===== src/include/fsp_pkg.sv =====
// ****************************************
// Constants and types of the flash sequencer
// ****************************************
package fsp_pkg;
	// Register byte offsets on the AXI4-Lite bus.
	localparam logic [7:0] A_CTRL = 8'h00;
	localparam logic [7:0] A_KEY = 8'h04;
	localparam logic [7:0] A_PAGE = 8'h08;
	localparam logic [7:0] A_EA = 8'h0c;
	localparam logic [7:0] A_TLOW = 8'h10;
	localparam logic [7:0] A_THIGH = 8'h14;
	localparam logic [7:0] A_STAT = 8'h18;
	// Control register layout.
	localparam int B_START = 15;
	localparam int B_GATE = 14;
	localparam int B_ERR = 13;
	localparam int B_ERASE = 6;
	localparam logic [15:0] CTRL_MASK = 16'he04f;
	localparam logic [15:0] CTRL_RST = 16'h0000;
	// Operation codes and unlock keys.
	localparam logic [3:0] OP_BULK = 4'hf;
	localparam logic [3:0] OP_GSEG = 4'hd;
	localparam logic [3:0] OP_SSEG = 4'hc;
	localparam logic [3:0] OP_WORD = 4'h3;
	localparam logic [3:0] OP_PAGE = 4'h2;
	localparam logic [3:0] OP_ROW = 4'h1;
	localparam logic [7:0] KEY1 = 8'h55;
	localparam logic [7:0] KEY2 = 8'haa;
	// Geometry in program address units, two per instruction word.
	localparam int ROW_WORDS = 64;
	localparam int PAGE_ROWS = 8;
	localparam int PAGE_WORDS = ROW_WORDS * PAGE_ROWS;
	localparam int ROW_LSB = 7;
	localparam int PAGE_LSB = 10;
	localparam logic [6:0] FILL_FULL = 7'h40;
	// Timing: oscillator rate and system clock rate in kHz.
	localparam int FRC_KHZ = 7370;
	localparam int CLK_KHZ = 100000;
	localparam logic [16:0] ACC_STEP = 17'(FRC_KHZ);
	localparam logic [16:0] ACC_WRAP = 17'(CLK_KHZ);
	localparam int ROW_RC_CYCLES = 11064;
	localparam int TBLWT_CYCLES = 2;
	localparam logic [1:0] RESP_OK = 2'h0;
	localparam logic [1:0] RESP_ERR = 2'h2;
	typedef enum logic [2:0] {
		FSP_NONE, FSP_BULK, FSP_PAGE, FSP_ROW, FSP_WORD, FSP_GSEG, FSP_SSEG
	} fsp_op_e;
	typedef enum logic [1:0] {KEY_IDLE, KEY_HALF, KEY_ARMED} fsp_key_e;
	typedef struct packed {
		fsp_op_e kind;
		logic [23:0] addr;
	} fsp_cmd_s;
endpackage

===== src/hw/fsp_flash_self_program.sv =====
// The AXI4-Lite interface to the registers and the placing of the registers were left to the implementer.
`timescale 1ns/100ps
module fsp_flash_self_program
	import fsp_pkg::*;
#(
	parameter int ROW_RC = ROW_RC_CYCLES,
	parameter int PAGE_RC = ROW_RC_CYCLES,
	parameter int WORD_RC = ROW_RC_CYCLES,
	parameter int BULK_RC = ROW_RC_CYCLES
) (
	// Clock and resets.
	input wire logic aclk,
	input wire logic aresetn,
	input wire logic warm_rst_n,
	// AXI4-Lite slave.
	input wire logic [7:0] awaddr,
	input wire logic awvalid,
	output logic awready_ff,
	input wire logic [31:0] wdata,
	input wire logic [3:0] wstrb,
	input wire logic wvalid,
	output logic wready_ff,
	output logic [1:0] bresp_ff,
	output logic bvalid_ff,
	input wire logic bready,
	input wire logic [7:0] araddr,
	input wire logic arvalid,
	output logic arready_ff,
	output logic [31:0] rdata_ff,
	output logic [1:0] rresp_ff,
	output logic rvalid_ff,
	input wire logic rready,
	// Flash array side.
	output fsp_cmd_s cmd_ff,
	output logic cmd_go_ff,
	output logic [23:0] flash_raddr_ff,
	input wire logic [23:0] flash_rdata,
	input wire logic [5:0] buf_idx,
	output logic [23:0] buf_data_ff,
	// Processor stall.
	output logic cpu_stall_ff
);
	// ****************************************
	// Bus write path
	// ****************************************
	logic aw_hold_ff, w_hold_ff, wcnt_ff, wr_tbl, wr_fire, wr_map;
	logic [7:0] waddr_ff, rd_addr_ff;
	logic [31:0] wdat_ff;
	logic [3:0] wstb_ff;
	assign wr_tbl = waddr_ff == A_TLOW || waddr_ff == A_THIGH;
	// A table write answers one cycle later than other writes.
	assign wr_fire = aw_hold_ff && w_hold_ff && !bvalid_ff &&
		(!wr_tbl || wcnt_ff);
	assign wr_map = waddr_ff == A_CTRL || waddr_ff == A_KEY ||
		waddr_ff == A_PAGE || waddr_ff == A_EA || wr_tbl ||
		waddr_ff == A_STAT;
	always_ff @(posedge aclk) begin
		if (!aresetn) begin
			aw_hold_ff <= 1'b0;
			awready_ff <= 1'b0;
			waddr_ff <= 8'h00;
		end else if (awvalid && awready_ff) begin
			aw_hold_ff <= 1'b1;
			awready_ff <= 1'b0;
			waddr_ff <= awaddr;
		end else if ((bvalid_ff && bready) || !aw_hold_ff) begin
			aw_hold_ff <= 1'b0;
			awready_ff <= 1'b1;
		end
	end
	always_ff @(posedge aclk) begin
		if (!aresetn) begin
			w_hold_ff <= 1'b0;
			wready_ff <= 1'b0;
			wdat_ff <= 32'h0000_0000;
			wstb_ff <= 4'h0;
		end else if (wvalid && wready_ff) begin
			w_hold_ff <= 1'b1;
			wready_ff <= 1'b0;
			wdat_ff <= wdata;
			wstb_ff <= wstrb;
		end else if ((bvalid_ff && bready) || !w_hold_ff) begin
			w_hold_ff <= 1'b0;
			wready_ff <= 1'b1;
		end
	end
	always_ff @(posedge aclk) begin
		if (!aresetn) begin
			wcnt_ff <= 1'b0;
			bvalid_ff <= 1'b0;
			bresp_ff <= RESP_OK;
		end else if (wr_fire) begin
			wcnt_ff <= 1'b0;
			bvalid_ff <= 1'b1;
			bresp_ff <= wr_map ? RESP_OK : RESP_ERR;
		end else begin
			wcnt_ff <= aw_hold_ff && w_hold_ff && !bvalid_ff;
			if (bready)
				bvalid_ff <= 1'b0;
		end
	end
	// ****************************************
	// Table pointer and holding buffer
	// ****************************************
	logic [7:0] page_ff;
	logic [15:0] ea_ff;
	logic [23:0] tgt_ff;
	logic [6:0] fill_ff;
	logic [23:0] hbuf [0:ROW_WORDS-1];
	logic [5:0] slot;
	logic wr_low, wr_high, start_ok;
	assign slot = ea_ff[ROW_LSB-1:1];
	assign wr_low = wr_fire && waddr_ff == A_TLOW;
	assign wr_high = wr_fire && waddr_ff == A_THIGH;
	always_ff @(posedge aclk) begin
		if (!aresetn) begin
			page_ff <= 8'h00;
			ea_ff <= 16'h0000;
		end else if (wr_fire && waddr_ff == A_PAGE)
			page_ff <= wdat_ff[7:0];
		else if (wr_fire && waddr_ff == A_EA)
			ea_ff <= wdat_ff[15:0];
	end
	always_ff @(posedge aclk) begin
		flash_raddr_ff <= {page_ff, ea_ff};
		buf_data_ff <= hbuf[buf_idx];
		if (wr_low && wstb_ff[0])
			hbuf[slot][7:0] <= wdat_ff[7:0];
		if (wr_low && wstb_ff[1])
			hbuf[slot][15:8] <= wdat_ff[15:8];
		if (wr_high && wstb_ff[0])
			hbuf[slot][23:16] <= wdat_ff[7:0];
	end
	always_ff @(posedge aclk) begin
		if (!aresetn || !warm_rst_n) begin
			tgt_ff <= 24'h00_0000;
			fill_ff <= 7'h00;
		end else begin
			if (wr_low)
				tgt_ff <= {page_ff, ea_ff};
			if (start_ok)
				fill_ff <= 7'h00;
			else if (wr_high && fill_ff != FILL_FULL)
				fill_ff <= fill_ff + 7'h01;
		end
	end
	// ****************************************
	// Unlock keys, control register and sequencing
	// ****************************************
	fsp_key_e key_ff;
	logic [15:0] ctrl_ff;
	logic start_req, gate_new, done, abort, rc_tick_ff, rd_map;
	fsp_op_e dec;
	assign start_req = wr_fire && waddr_ff == A_CTRL && wstb_ff[1] &&
		wdat_ff[B_START];
	assign gate_new = wstb_ff[1] ? wdat_ff[B_GATE] : ctrl_ff[B_GATE];
	assign start_ok = start_req && key_ff == KEY_ARMED && gate_new &&
		!cpu_stall_ff;
	assign abort = !warm_rst_n && cpu_stall_ff;
	always_ff @(posedge aclk) begin
		if (!aresetn || !warm_rst_n) begin
			key_ff <= KEY_IDLE;
		end else if (wr_fire) begin
			// Any other write between the keys breaks the sequence.
			key_ff <= KEY_IDLE;
			if (waddr_ff == A_KEY && wdat_ff[7:0] == KEY1)
				key_ff <= KEY_HALF;
			if (waddr_ff == A_KEY && wdat_ff[7:0] == KEY2 &&
				key_ff == KEY_HALF)
				key_ff <= KEY_ARMED;
		end
	end
	// Only the power-on reset clears the control bits, save the start bit, which a warm reset also clears during an operation.
	always_ff @(posedge aclk) begin
		if (!aresetn) begin
			ctrl_ff <= CTRL_RST;
		end else begin
			if (wr_fire && waddr_ff == A_CTRL && !cpu_stall_ff) begin
				if (wstb_ff[0]) begin
					ctrl_ff[B_ERASE] <= wdat_ff[B_ERASE];
					ctrl_ff[3:0] <= wdat_ff[3:0];
				end
				if (wstb_ff[1]) begin
					ctrl_ff[B_GATE] <= wdat_ff[B_GATE];
					ctrl_ff[B_ERR] <= wdat_ff[B_ERR];
				end
			end
			if (start_ok)
				ctrl_ff[B_START] <= 1'b1;
			else if (done || abort)
				ctrl_ff[B_START] <= 1'b0;
			// A new error wins over a clear in the same cycle.
			if ((start_req && !start_ok) || abort)
				ctrl_ff[B_ERR] <= 1'b1;
		end
	end
	always_comb begin
		case ({ctrl_ff[B_ERASE], ctrl_ff[3:0]})
			{1'b1, OP_BULK}: dec = FSP_BULK;
			{1'b1, OP_PAGE}: dec = FSP_PAGE;
			{1'b1, OP_GSEG}: dec = FSP_GSEG;
			{1'b1, OP_SSEG}: dec = FSP_SSEG;
			{1'b0, OP_ROW}: dec = FSP_ROW;
			{1'b0, OP_WORD}: dec = FSP_WORD;
			default: dec = FSP_NONE;
		endcase
	end
	logic [16:0] acc_ff;
	logic [19:0] rem_ff;
	// The oscillator is modelled at nominal rate; tuning is not tracked.
	always_ff @(posedge aclk) begin
		if (!aresetn) begin
			acc_ff <= 17'h0_0000;
			rc_tick_ff <= 1'b0;
		end else if (acc_ff + ACC_STEP >= ACC_WRAP) begin
			acc_ff <= acc_ff + ACC_STEP - ACC_WRAP;
			rc_tick_ff <= 1'b1;
		end else begin
			acc_ff <= acc_ff + ACC_STEP;
			rc_tick_ff <= 1'b0;
		end
	end
	assign done = cpu_stall_ff && !abort &&
		(cmd_ff.kind == FSP_NONE || (rem_ff == 20'h0_0000 && rc_tick_ff));
	always_ff @(posedge aclk) begin
		if (!aresetn || !warm_rst_n) begin
			cpu_stall_ff <= 1'b0;
			cmd_go_ff <= 1'b0;
			cmd_ff <= '{kind: FSP_NONE, addr: 24'h00_0000};
			rem_ff <= 20'h0_0000;
		end else if (start_ok) begin
			cpu_stall_ff <= 1'b1;
			cmd_go_ff <= dec != FSP_NONE;
			cmd_ff.kind <= dec;
			cmd_ff.addr <= 24'h00_0000;
			rem_ff <= 20'(BULK_RC - 1);
			case (dec)
				FSP_PAGE: begin
					cmd_ff.addr <= {tgt_ff[23:PAGE_LSB], 10'h000};
					rem_ff <= 20'(PAGE_RC - 1);
				end
				FSP_ROW: begin
					cmd_ff.addr <= {tgt_ff[23:ROW_LSB], 7'h00};
					rem_ff <= 20'(ROW_RC - 1);
				end
				FSP_WORD: begin
					cmd_ff.addr <= {tgt_ff[23:1], 1'b0};
					rem_ff <= 20'(WORD_RC - 1);
				end
				default: cmd_ff.addr <= 24'h00_0000;
			endcase
		end else begin
			cmd_go_ff <= 1'b0;
			if (done)
				cpu_stall_ff <= 1'b0;
			else if (cpu_stall_ff && rc_tick_ff)
				rem_ff <= rem_ff - 20'h0_0001;
		end
	end
	// ****************************************
	// Bus read path
	// ****************************************
	logic [31:0] rd_mux;
	always_comb begin
		rd_mux = 32'h0000_0000;
		rd_map = 1'b1;
		if (araddr == A_CTRL)
			rd_mux = {16'h0000, ctrl_ff & CTRL_MASK};
		else if (araddr == A_KEY)
			rd_mux = 32'h0000_0000;
		else if (araddr == A_PAGE)
			rd_mux = {24'h00_0000, page_ff};
		else if (araddr == A_EA)
			rd_mux = {16'h0000, ea_ff};
		else if (araddr == A_TLOW)
			rd_mux = {16'h0000, flash_rdata[15:0]};
		else if (araddr == A_THIGH)
			rd_mux = {24'h00_0000, flash_rdata[23:16]};
		else if (araddr == A_STAT)
			rd_mux = {23'h00_0000, cpu_stall_ff, 1'b0, fill_ff};
		else
			rd_map = 1'b0;
	end
	always_ff @(posedge aclk) begin
		if (!aresetn) begin
			arready_ff <= 1'b0;
			rvalid_ff <= 1'b0;
			rdata_ff <= 32'h0000_0000;
			rresp_ff <= RESP_OK;
			rd_addr_ff <= 8'h00;
		end else if (arvalid && arready_ff) begin
			arready_ff <= 1'b0;
			rvalid_ff <= 1'b1;
			rdata_ff <= rd_mux;
			rresp_ff <= rd_map ? RESP_OK : RESP_ERR;
			rd_addr_ff <= araddr;
		end else if (!rvalid_ff || rready) begin
			rvalid_ff <= 1'b0;
			arready_ff <= 1'b1;
		end
	end
endmodule


===== config.mk =====
export PLATFORM = sky130hd
export DESIGN_NAME = fsp_flash_self_program
export DESIGN_NICKNAME = d
export VERILOG_FILES = /design/src/include/fsp_pkg.sv /design/src/hw/fsp_flash_self_program.sv
export SDC_FILE = /design/constraint.sdc
export NUM_CORES = 2
export LEC_CHECK = 0
export ABC_CLOCK_PERIOD_IN_PS = 3600
export BUFFER_PORTS_ARGS = -buffer_cell sky130_fd_sc_hd__buf_2
export CORE_MARGIN = 10
export CORE_UTILIZATION = 30
export CTS_BUF_LIST = sky130_fd_sc_hd__clkbuf_2
export DETAILED_ROUTE_END_ITERATION = 8
export GPL_TIMING_DRIVEN = 0
export PLACE_DENSITY = 0.5
export SYNTH_ARGS = -nofsm -noshare
export SYNTH_HDL_FRONTEND = slang
export SYNTH_SLANG_ARGS = --single-unit

===== constraint.sdc =====
create_clock -name aclk -period 3.6 [get_ports aclk]
set_input_delay 0.54 -clock aclk [delete_from_list [all_inputs] [get_ports aclk]]
set_output_delay 0.54 -clock aclk [all_outputs]
set_load 0.005 [all_outputs]

==> metrics.md <==
| Metric | Value |
|---|---|
| Status | `finished, violations left` |
| Failing checks | `capacitance limit, slew limit` |
| Leak | `around 26 nW` |
| Worst Reg-to-Reg Cells | `5` |
| Via-to-Cell Ratio | `roughly 4.9` |
| Global-route wire length before repair | `~290000 µm` |
| Syn. warnings | `0` |
| Setup slack after layout | `0.001717 ns` |
| DP HPWL | `about 140000 µm` |
| Pins Over Slew Limit | `9` |
| Period utilisation layout | `roughly 100%` |
| Max_slew headroom | `-6.866%` |
| Clk buf depth | `4` |
| Net count reported at finish | `4487` |
| Reg clk slew, reported paths | `0.09 ns` |
| CORE AREA | `about 230000 µm²` |
| CTS Buf Count | `465` |
| CTS H-tree lvls | `5` |
| CP Launch Point | `araddr[7]` |
| Gate count after technology mapping | `about 3500` |
| Final setup vio count | `0` |
| First DRT Iteration DRCs | `approximately 3300` |
| Rows | `~170` |
| Ys flop type | `edfxtp_1` |
| Largest net degree at the start of global routing | `77` |
| Synthesized area | `68150 µm²` |
| Die X | `496.6 µm` |
| End-of-flow core utilization | `between 30 and 40%` |
| CP max stage delay | `around 0.58 ns` |
| Seq/Total Area, Yosys | `74.40%` |
| Starting Density | `30.25%` |
| Area leader, netlist | `edfxtp_1` |
| Yosys top cell area share | `67.68%` |
| Total gr overflow | `0` |
| Ranking of synthesized cells by area | `edfxtp_1, mux4_2, dfxtp_1` |
| FMAX | `between 0.2 and 0.3 GHz` |
| GR Util All Layers | `approximately 16%` |
| Number of global-route vias before repair | `around 39000` |
| Unrepaired setup endpoints after global routing | `yes` |
| CTS Sinks | `~1800` |
| Top cells by count, synth | `edfxtp_1, mux4_2, nand2_1` |
| RR Startpoint | `ea_ff[4]` |
| CP bufs+invs | `7` |
| DRT antenna net count | `0` |
| Fillcell total | `21240` |
| I/O Buffers | `164` |
| DRC violations left | `0` |
| Final clock skew | `roughly 0.22 ns` |
| Async S/R FF share, synth | `0%` |
| Startpoint types | `input pin` |
| Req. time, crit path | `5.41 ns` |
| Die area | `roughly 250000 µm²` |
| Hold_ws | `approximately 0.26 ns` |
| Fin cells | `7718` |
| Crit-path cells | `dlygate4sd3_1, buf_2, dlygate4sd3_1, nor3_1, nand2_4, nor3_4, nand2_1, dlygate4sd3_1, o21ai_0, dlygate4sd3_1, a21oi_1, dlygate4sd3_1, a21oi_1, dlygate4sd3_1` |
| Worst-path fanout max | `9` |
| Antenna violations before repair | `14` |
| Post-synth EDFFs | `1536` |
| Via count | `~38000` |
| Worst Hold End | `buf_data_ff[5]` |
| Max-cap check violation count | `1` |
| Hold Path Origin | `buf_idx[3]` |
| Top-count cell post-synth | `edfxtp_1` |
| Pwr/cell area | `between 400 and 500 nW/µm²` |
| R2R Setup Slk | `0.05 ns` |
| Root Driver | `clkbuf_2` |
| Fin crit period | `~3.6 ns` |
| Reg-to-Reg End | `hbuf[22][22]` |
| Hold Crit Class | `input pin to register` |
| Fraction of layout cells with a size suffix above 1 | `between 30% and 40%` |
| Routed WL | `around 200000 µm` |
| Placed cells | `6678` |
| Worst-Skew Late Latency | `around 1.9 ns` |
| P&R area growth vs syn | `18.67%` |
| #FFs+latches synth | `~1800` |
| Syn Area/Cell | `about 20 µm²` |
| Gp weighted congestion | `around 0.85` |
| Distinct cells, synth | `76` |
| WP data arrival | `between 5 and 6 ns` |
| Setup slack after placement | `-1.027 ns` |
| Crit path max-delay family | `buffers and inverters` |
| Setup CP Type | `input pin to register` |
| Num ports | `approximately 210` |
| First-pass detailed-route iteration total | `5` |
| Die Span Y | `approximately 500 µm` |
| Final hold vios | `0` |
| WHS Path Cells | `4` |
| Critical path capture point type | `register` |
| Wire per inst | `26.61 µm` |
| CTS tree | `yes` |
| CP most frequent cell | `dlygate4sd3_1` |
| Critical path's slowest cell | `dlygate4sd3_1` |
| Worst slew pin tran | `approximately 1.6 ns` |
| VDD IR max | `0.3394 mV` |
==> stage by stage <==
step	cell area (µm²)	power [mW]	setup TNS (ns)
global route	80850	39.72	-0.9881
detailed placement	73290	25.11	-792.67
finish	80880	38.06	0
floorplan	68220	24.06	0
global placement	72790	25.11	-3235.31
CTS	80290	38.50	-58.65
==> per-layer routing <==
layer	part of all wire [%]	track usage, %	vias up
li1	-	-	16130
met1	42	21.54	20010
met2	48	26.51	1481
met3	7.3	4.457	382
met4	2.8	5.124	4
met5	0.010	0	-
==> registers in the layout (all words and copies together), names as in the netlist, 2 cells and up <==
signal,cells
acc_ff,16
buf_data_ff,24
cmd_ff,26
ctrl_ff,8
ea_ff,16
fill_ff,7
flash_raddr_ff,24
hbuf,1536
key_ff,2
page_ff,8
rdata_ff,16
rem_ff,20
tgt_ff,23
waddr_ff,8
wdat_ff,16
wstb_ff,2
==> worst register-to-register path, delay by kind of cell (launching register included) <==
kind	cells	cell delay, ns
buffers and inverters	2	0.60
and+or+nand+nor	3	2.10
DFF	1	0.37
==> worst max-delay path by stage <==
| stage | cells after the start | slack, ns | end |
|---|---|---|---|
| 2_1_floorplan | 6 | 0.75 | key_ff[1] |
| 3_3_place_gp | 4 | -2.09 | hbuf[26][12] |
| 4_1_cts | 7 | -0.32 | hbuf[34][7] |
| 5_1_grt | 4 | -0.1 | hbuf[1][4] |
| 6_report | 14 | 0.002 | rdata_ff[2] |
| 3_5_place_dp | 6 | -1.03 | buf_data_ff[17] |
==> cells in the final DEF (no fill, tap or decap), types with 17 or more instances in the layout <==
cell,instances
buf_1,17
clkbuf_1,108
a22o_1,20
buf_2,221
edfxtp_1,1536
nor2_4,153
conb_1,19
dlygate4sd3_1,234
clkinv_1,87
xnor2_1,21
a21oi_1,117
buf_4,23
nor3_1,27
nor2_1,89
diode_2,20
mux4_2,504
dfxtp_1,213
mux2i_1,19
nor2_2,31
o21ai_0,32
nand2_1,279
clkbuf_2,684
==> timing repair <==
action / 4_1_cts / 5_1_grt
setup buffers: 0 / 3
hold buffers: 234 / 1
resized for setup: 253 / 146
hold endpoints to repair: 205 / 1
pin swaps: 0 / 4
setup endpoints to repair: 1536 / 1287
==> cell type report <==
type / instances / area (µm²) / share of cell area (%)
sequential: 1765 / 50770 / 62.77
multi-input combinational: 1513 / 17840 / 22.06
tap: 2992 / 3744 / 4.629
timing repair buffer: 420 / 3606 / 4.459
clock buffer: 677 / 3388 / 4.189
buffer: 214 / 984.7 / 1.218
clock inverter: 106 / 449.2 / 0.5554
antenna: 20 / 50.05 / 0.06188
inverter: 11 / 41.29 / 0.05105
==> logic make-up after synthesis <==
group	count (synthesis)	synth area share, %
DFF	1765	74.40
muxes	527	17.00
xor gates and xnor gates	36	0.4626
and+or+nand+nor	695	4.382
other	1	0.005502
adders and majority gates	7	0.1285
AOI/OAI and AO/OA	229	2.161
buffers and inverters	225	1.458
==> power by group <==
part           switching, mW  total, mW  internal, mW
Sequential             0.210       22.4          22.2
Clock                   8.23       13.3          5.04
Combinational           1.35       2.36          1.01
Total                   9.79       38.1          28.3
No activity file was read; power rests on OpenSTA's default activity.
